$ cat src/design/sensor_serial_pkg.sv
// Summary of operation
// device answers address byte 32 for writes and 33 for reads.
// master sends read/write bit zero in every write message.
// index msb picks auto-increment; when clear, index stays after data write.
// stored index survives the end of a write message.
// master ends every write message with a stop.
// read message has no index; first byte comes from stored index.
// master ends each read with a not-acknowledge after its last byte.
// index-only write sets the index and changes no register.
// index write may be joined to the read by repeated start.
// without increment, successive written bytes land in the same register.
// setup bit 1 written low, high, low starts black calibration.
// fine, coarse and divider values apply from the next frame.
// gain applies one frame after the other exposure values.
// exposure or gain write sets pending flag; next frame start clears it.
// without increment, every acknowledged read byte repeats the same register.
// with increment, written bytes go to consecutive locations.
// with increment, one read returns several consecutive locations.
// after final not-acknowledge device releases bus, needs no stop.
// exposure retiming is suspended while the exposure page is written.
// supplied input clock runs 16 cycles around start and stop.
// with increment, index advances after each transmitted read byte.
package sensor_serial_pkg;
    localparam int INDEX_W = 7;
    localparam logic [7:0] DEV_WRITE_ADDR = 8'h20;
    localparam logic [7:0] DEV_READ_ADDR = 8'h21;
    localparam logic [6:0] IDX_FINE_HI = 7'h20;
    localparam logic [6:0] IDX_FINE_LO = 7'h21;
    localparam logic [6:0] IDX_COARSE_HI = 7'h22;
    localparam logic [6:0] IDX_COARSE_LO = 7'h23;
    localparam logic [6:0] IDX_GAIN = 7'h24;
    localparam logic [6:0] IDX_CLK_DIV = 7'h25;
    localparam logic [6:0] IDX_EXPO_FIRST = 7'h20;
    localparam logic [6:0] IDX_EXPO_LAST = 7'h29;
    localparam logic [6:0] IDX_FIRST_STATUS = 7'h00;
    localparam logic [6:0] IDX_FIRST_SETUP = 7'h11;
    localparam int PENDING_BIT = 0;
    localparam int CAL_BIT = 1;
    localparam int GAIN_W = 3;
    localparam int CLK_DIV_W = 2;
    localparam logic [15:0] FINE_RESET = 16'h0000;
    localparam logic [15:0] COARSE_RESET = 16'h012e;
    localparam logic [2:0] GAIN_RESET = 3'h0;
    localparam logic [1:0] CLK_DIV_RESET = 2'h0;

    typedef struct packed {
        logic [15:0] fine;
        logic [15:0] coarse;
        logic [1:0] clk_div;
    } expo_t;

    typedef struct packed {
        logic scl;
        logic sda;
    } serial_in_t;

    typedef enum logic [2:0] {
        ST_IDLE = 3'b000,
        ST_ADDR = 3'b001,
        ST_INDEX = 3'b010,
        ST_WDATA = 3'b011,
        ST_RDATA = 3'b100,
        ST_ACK_TX = 3'b101,
        ST_ACK_RX = 3'b110
    } serial_state_t;
endpackage

$ cat src/design/sensor_serial_regs.sv
`timescale 1ns/10ps
module sensor_serial_regs #(
    parameter int REG_COUNT = 128
) (
    // clock and reset
    input wire logic i_core_clk,
    input wire logic i_rst_b,
    // serial pins, open drain data
    input wire sensor_serial_pkg::serial_in_t i_serial,
    output logic o_sda_out,
    output logic o_sda_oe,
    // video timing
    input wire logic i_frame_start,
    // applied settings and status
    output sensor_serial_pkg::expo_t o_exposure,
    output logic [2:0] o_gain,
    output logic o_pending,
    output logic o_black_cal_start
);
    import sensor_serial_pkg::*;

    if (REG_COUNT != 2 ** INDEX_W) begin : g_bad_count
        $error("REG_COUNT must equal the index range");
    end

    logic [1:0] scl_sync_q;
    logic [1:0] sda_sync_q;
    logic scl_q;
    logic sda_q;
    serial_state_t state_q;
    serial_state_t after_q;
    logic [3:0] bit_q;
    logic [7:0] shift_q;
    logic [7:0] tx_q;
    logic [6:0] index_q;
    logic inc_q;
    logic acked_q;
    logic oe_q;
    logic out_q;
    logic [7:0] mem_q [REG_COUNT];
    logic pending_q;
    logic hold_q;
    logic [1:0] cal_seq_q;
    logic cal_q;
    expo_t expo_q;
    logic [2:0] gain_stage_q;
    logic [2:0] gain_q;

    function automatic logic in_expo(input logic [6:0] idx);
        in_expo = (idx >= IDX_EXPO_FIRST) && (idx <= IDX_EXPO_LAST);
    endfunction

    function automatic logic [7:0] read_byte(input logic [6:0] idx);
        if (idx == IDX_FIRST_STATUS) begin
            read_byte = 8'h00;
            read_byte[PENDING_BIT] = pending_q;
        end else begin
            read_byte = mem_q[idx];
        end
    endfunction

    // the synced levels; the first stage feeds only the second
    wire scl_s = scl_sync_q[1];
    wire sda_s = sda_sync_q[1];
    wire scl_rise = scl_s && !scl_q;
    wire scl_fall = !scl_s && scl_q;
    wire start_cond = scl_s && scl_q && sda_q && !sda_s;
    wire stop_cond = scl_s && scl_q && !sda_q && sda_s;
    wire rx_state = (state_q == ST_ADDR) || (state_q == ST_INDEX) ||
        (state_q == ST_WDATA);
    wire byte_done = rx_state && scl_fall && (bit_q == 4'h8);
    wire addr_hit = (shift_q == DEV_WRITE_ADDR) || (shift_q == DEV_READ_ADDR);
    wire wr_en = byte_done && (state_q == ST_WDATA);
    wire [6:0] index_next = inc_q ? index_q + 7'h01 : index_q;
    wire expo_wr = wr_en && in_expo(index_q);
    wire setup_wr = wr_en && (index_q == IDX_FIRST_SETUP);
    wire apply = i_frame_start && !hold_q && !expo_wr;
    // a bit-select on a call result is refused by strict front ends
    wire [7:0] cur_byte = read_byte(index_q);

    always_ff @(posedge i_core_clk) begin
        if (!i_rst_b) begin
            scl_sync_q <= 2'h3;
            sda_sync_q <= 2'h3;
            scl_q <= 1'b1;
            sda_q <= 1'b1;
        end else begin
            scl_sync_q <= {scl_sync_q[0], i_serial.scl};
            sda_sync_q <= {sda_sync_q[0], i_serial.sda};
            scl_q <= scl_s;
            sda_q <= sda_s;
        end
    end

    // byte engine; start and stop override any bit in flight
    always_ff @(posedge i_core_clk) begin
        if (!i_rst_b) begin
            state_q <= ST_IDLE;
            after_q <= ST_IDLE;
            bit_q <= 4'h0;
            shift_q <= 8'h00;
            tx_q <= 8'h00;
            index_q <= 7'h00;
            inc_q <= 1'b0;
            acked_q <= 1'b0;
            oe_q <= 1'b0;
            out_q <= 1'b0;
        end else if (start_cond) begin
            state_q <= ST_ADDR;
            bit_q <= 4'h0;
            oe_q <= 1'b0;
        end else if (stop_cond) begin
            state_q <= ST_IDLE;
            oe_q <= 1'b0;
        end else if (rx_state && scl_rise) begin
            shift_q <= {shift_q[6:0], sda_s};
            bit_q <= bit_q + 4'h1;
        end else if (byte_done) begin
            bit_q <= 4'h0;
            oe_q <= 1'b1;
            state_q <= ST_ACK_TX;
            unique case (state_q)
                ST_ADDR: begin
                    oe_q <= addr_hit;
                    state_q <= addr_hit ? ST_ACK_TX : ST_IDLE;
                    after_q <= shift_q[0] ? ST_RDATA : ST_INDEX;
                    tx_q <= read_byte(index_q);
                end
                ST_INDEX: begin
                    index_q <= shift_q[6:0];
                    inc_q <= shift_q[7];
                    after_q <= ST_WDATA;
                end
                ST_WDATA: begin
                    index_q <= index_next;
                    after_q <= ST_WDATA;
                end
            endcase
        end else if (state_q == ST_ACK_TX && scl_fall) begin
            state_q <= after_q;
            oe_q <= (after_q == ST_RDATA) && !tx_q[7];
            tx_q <= {tx_q[6:0], 1'b0};
            bit_q <= (after_q == ST_RDATA) ? 4'h1 : 4'h0;
        end else if (state_q == ST_RDATA && scl_fall) begin
            if (bit_q == 4'h8) begin
                oe_q <= 1'b0;
                state_q <= ST_ACK_RX;
            end else begin
                oe_q <= !tx_q[7];
                tx_q <= {tx_q[6:0], 1'b0};
                bit_q <= bit_q + 4'h1;
            end
        end else if (state_q == ST_ACK_RX && scl_rise) begin
            acked_q <= !sda_s;
            index_q <= index_next;
        end else if (state_q == ST_ACK_RX && scl_fall) begin
            // a nack ends the read here, whether or not a stop follows
            state_q <= acked_q ? ST_RDATA : ST_IDLE;
            oe_q <= acked_q && !cur_byte[7];
            tx_q <= {cur_byte[6:0], 1'b0};
            bit_q <= 4'h1;
        end
    end

    // register image; the status location is read-only
    always_ff @(posedge i_core_clk) begin
        if (!i_rst_b) begin
            for (int i = 0; i < REG_COUNT; i++) begin
                mem_q[i] <= 8'h00;
            end
            mem_q[IDX_COARSE_HI] <= COARSE_RESET[15:8];
            mem_q[IDX_COARSE_LO] <= COARSE_RESET[7:0];
        end else if (wr_en && index_q != IDX_FIRST_STATUS) begin
            mem_q[index_q] <= shift_q;
        end
    end

    // hold lasts from the first exposure write to the end of the message so a burst is never split across frames
    always_ff @(posedge i_core_clk) begin
        if (!i_rst_b) begin
            hold_q <= 1'b0;
            pending_q <= 1'b0;
        end else begin
            if (start_cond || stop_cond) begin
                hold_q <= 1'b0;
            end else if (expo_wr) begin
                hold_q <= 1'b1;
            end
            if (expo_wr) begin
                pending_q <= 1'b1;
            end else if (apply) begin
                pending_q <= 1'b0;
            end
        end
    end

    always_ff @(posedge i_core_clk) begin
        if (!i_rst_b) begin
            expo_q <= '{FINE_RESET, COARSE_RESET, CLK_DIV_RESET};
            gain_stage_q <= GAIN_RESET;
            gain_q <= GAIN_RESET;
        end else if (apply) begin
            expo_q.fine <= {mem_q[IDX_FINE_HI], mem_q[IDX_FINE_LO]};
            expo_q.coarse <= {mem_q[IDX_COARSE_HI], mem_q[IDX_COARSE_LO]};
            expo_q.clk_div <= mem_q[IDX_CLK_DIV][CLK_DIV_W-1:0];
            gain_stage_q <= mem_q[IDX_GAIN][GAIN_W-1:0];
            gain_q <= gain_stage_q;
        end
    end

    // calibration needs low, one or more highs, then low on successive setup writes
    always_ff @(posedge i_core_clk) begin
        if (!i_rst_b) begin
            cal_seq_q <= 2'h0;
            cal_q <= 1'b0;
        end else begin
            cal_q <= 1'b0;
            if (setup_wr) begin
                if (shift_q[CAL_BIT]) begin
                    cal_seq_q <= (cal_seq_q != 2'h0) ? 2'h2 : 2'h0;
                end else begin
                    cal_seq_q <= 2'h1;
                    cal_q <= (cal_seq_q == 2'h2);
                end
            end
        end
    end

    assign o_sda_oe = oe_q;
    assign o_sda_out = out_q;
    assign o_exposure = expo_q;
    assign o_gain = gain_q;
    assign o_pending = pending_q;
    assign o_black_cal_start = cal_q;
endmodule // sensor_serial_regs

$ cat config.mk
export PLATFORM = sky130hd
export DESIGN_NAME = sensor_serial_regs
export DESIGN_NICKNAME = d
export VERILOG_FILES = /design/src/design/sensor_serial_pkg.sv /design/src/design/sensor_serial_regs.sv
export SDC_FILE = /design/constraint.sdc
export NUM_CORES = 2
export LEC_CHECK = 0
export BUFFER_PORTS_ARGS = -buffer_cell sky130_fd_sc_hd__buf_2
export CAP_MARGIN = 20
export CORE_ASPECT_RATIO = 0.7
export CORE_MARGIN = 3
export CORE_UTILIZATION = 40
export DETAILED_ROUTE_END_ITERATION = 12
export GPL_ROUTABILITY_DRIVEN = 0
export PLACE_DENSITY = 0.55
export SLEW_MARGIN = 20
export SYNTH_ARGS = -nofsm -noshare
export SYNTH_HDL_FRONTEND = slang
export SYNTH_SLANG_ARGS = --single-unit
export TNS_END_PERCENT = 20
$ cat constraint.sdc
create_clock -name i_core_clk -period 2.9 [get_ports i_core_clk]
set_input_delay 0.145 -clock i_core_clk [delete_from_list [all_inputs] [get_ports i_core_clk]]
set_output_delay 0.145 -clock i_core_clk [all_outputs]
set_load 0.005 [all_outputs]
==> flow_summary.ini <==
[outcome]
run_status = completed

[logic_synthesis]
synth_area_um2 = 51900
yosysWarnings = 0
synthArstFlopShare = 0
ys_types = 80
synth-main-ff-cell = edfxtp_1
synth-seq-cells = 1118
synth_common_cells = edfxtp_1 (1024), and2_1 (964), clkbuf_1 (211), o21ai_0 (179), mux4_2 (160)
synthesis.nets = 3789
ys_seq_area_frac = 0.629
synth_area_per_cell_um2 = 13.7
synth-edff-count = 1024
postSynthCellCount = 3779
yosys.area.top_type_share = 0.593
yosys-top-cells-area = edfxtp_1 (59%), and2_1 (12%), mux4_2 (6.9%)
synth.most_common_cell = edfxtp_1
synth_area_leader_cell = edfxtp_1

[critical_path]
worst_setup_path_end_kind = flip-flop
crit_arrival_ps = 3500
crit_fanout = 7
r2r_setup_slack_ps = 20
start_kind = flip-flop
required_ps = 3520
crit_type = flip-flop to flip-flop
r2r_cells = 12
r2r_end = tx_q[1]$_SDFFE_PN0P_

[global_routing]
gr-total-overflow = 0
first_global_vias = 31700
antenna_found_initial = 3
grt_max_degree = 132
grtUsageTotal = 0.233
grt_pass1_wl_um = 229000

[power_and_ir_drop]
power_density_nw_per_um2 = 555
cellLeakagePower_nw = 21.1
peakVddDrop_mv = 0.484

[worst_hold_path]
hp-start = i_serial[0]
hold_depth = 3
min_to = sda_sync_q[0]$_SDFF_PN1_
hp-class = input pin to flip-flop

[floorplan]
design.core.area_um2 = 128000
die_x_um = 437
die_y_um = 307
initial_utilization = 0.407
io_pins = 46
rows = 109
die_area_um2 = 134000

[cts]
cts_tree = yes
cts_made_buffers = 108
clockRootBuffer = clkbuf_16
clk_latency_ps = 740
clk_path_buf_depth = 3
ctsHtreeMaxLevel = 3
cts_sinks = 1118
clk_pin_slew_ps = 60

[timing]
rsz0062_at_grt = true
hold_viol = 0
worst_pin_slew_ps = 1010
maxSlewViolCount = 0
period_share = 0.993
maxSlewHeadroom = 0.324
period_needed_ps = 2880
whs_ps = 162
fin_skew_ps = 31.4
clock.fmax_mhz = 347
finalSetupViolations = 0
fin_ws_ps = 19.3

[job]
max_cap_violations = 0

[route]
wl_per_cell_um = 26.7
totalWireLength_um = 159000
vias = 32800
avgViaCountPerCell = 5.52
drt_iter0_drc = 3607
drt-pass1-iter-count = 5
drc_errors = 0
final_antenna_net_count = 0

[placed_design]
dp_hpwl_um = 105000
dp.cells = 5683
dp_slack_ps = -337
portBuffers = 44

[cells_and_area]
layout.cells.non_filler = 5938
drive_gt1_frac = 0.247
fillers = 11100
nets = 4129
syn_to_final_growth_pct = 18.3
==> where the power goes <==
group | switching, mW | leakage (nW) | internal [mW]
logic | 0.721 | 8.86 | 0.492
registers | 0.265 | 10.5 | 18.3
clock network | 6.43 | 1.75 | 7.91
total | 7.42 | 21.1 | 26.7
==> timing repair <==
item | 4_1_cts | 5_1_grt
endpoints found under the hold margin | 51 | 0
pin swaps | 6 | 13
setup buffers | 6 | 33
gates cloned | 1 | 2
gates resized for setup | 26 | 101
hold buffers | 5 | 0
setup endpoints to repair | 89 | 614
==> per-layer routing <==
layer,track usage,vias up,share of wire
met5,0.00596,-,0.00071
met2,0.315,1350,0.40
met1,0.358,16600,0.47
met3,0.0805,177,0.11
li1,-,14600,-
met4,0.0499,2,0.019
==> worst max path at each step <==
stage	end	from	slack (ps)	cells after the start
after floorplan	mem_q[105][0]$_SDFFCE_PN0P_	bit_q[0]$_SDFFE_PP0P_	-190	10
after global placement	tx_q[1]$_SDFFE_PN0P_	flip-flop	-350	10
after detailed placement	tx_q[1]$_SDFFE_PN0P_	flip-flop	-340	10
after CTS	tx_q[1]$_SDFFE_PN0P_	flip-flop	-90	11
after global routing	tx_q[1]$_SDFFE_PN0P_	flip-flop	-40	12
final	tx_q[1]$_SDFFE_PN0P_	flip-flop	20	12
==> sequential cells by signal, indices dropped and copies added, names as in the netlist, 2 cells and up, named ones only <==
signal        cells
mem_q          1024
o_exposure       34
shift_q           8
tx_q              8
index_q           7
bit_q             4
after_q           3
gain_stage_q      3
o_gain            3
state_q           3
cal_seq_q         2
scl_sync_q        2
sda_sync_q        2
==> layout by cell type, fill, tap and decap left out, drive strengths merged, types with 17 or more instances in the layout <==
cell type | netlist | layout
a211oi | 24 | 24
o21ai | 180 | 180
nor2 | 186 | 186
o22ai | 27 | 27
and2 | 965 | 965
clkinv | 1 | 53
a21oi | 82 | 82
nor2b | 17 | 17
nor3 | 25 | 25
buf | 94 | 530
and3 | 72 | 72
a22oi | 47 | 47
nand3 | 31 | 31
a22o | 22 | 22
clkbuf | 213 | 141
nand2 | 158 | 158
mux4 | 187 | 187
edfxtp | 1024 | 1024
dfxtp | 94 | 94
o221ai | 19 | 19
mux2i | 152 | 152
==> logic make-up (layout without fill, tap and decap cells) <==
kind of cell             after synthesis  in the layout  synth area share
AO/OA/AOI/OAI                        470            470            0.0567
multiplexers                         347            347             0.114
XOR/XNOR                               3              3          0.000506
buffers and inverters                320            756            0.0300
flip-flops                          1118           1118             0.629
AND/OR/NAND/NOR                     1515           1515             0.169
adder cells (fa/ha/maj)                5              5           0.00121
other                                  1              4         0.0000723
==> per-stage QoR <==
step	util	power, mW	area (um^2)	setup TNS [ps]
finish	0.481	34.1	61400	0
global route	0.481	35.1	61400	-57.6
CTS	0.476	34.3	60600	-177
detailed placement	0.446	20.1	56900	-5730
global placement	0.446	20.1	56900	-4530
floorplan	-	19.4	51900	-29020
==> critical path, cell delays in order, from the launching register on <==
cell and delay (ps):
dfxtp_4 450, buf_12 170, buf_16 140, buf_12 140, buf_4 120, mux4_2 490
a22o_1 250, a211oi_2 190, buf_4 170, a211oi_1 70, a22oi_2 210, nor3_1 80
a221o_1 250
==> cell type report <==
class,instances,area [um^2],share of cell area
inverter,13,48.8,0.000795
clock inverter,67,629,0.0103
antenna,3,7.51,0.000122
tap,1720,2150,0.0351
clock buffer,139,2900,0.0472
timing repair buffer,537,4860,0.0792
multi-input combinational,2341,18100,0.295
sequential,1118,32700,0.532
Note: power is estimated with default switching activity, not from simulation.
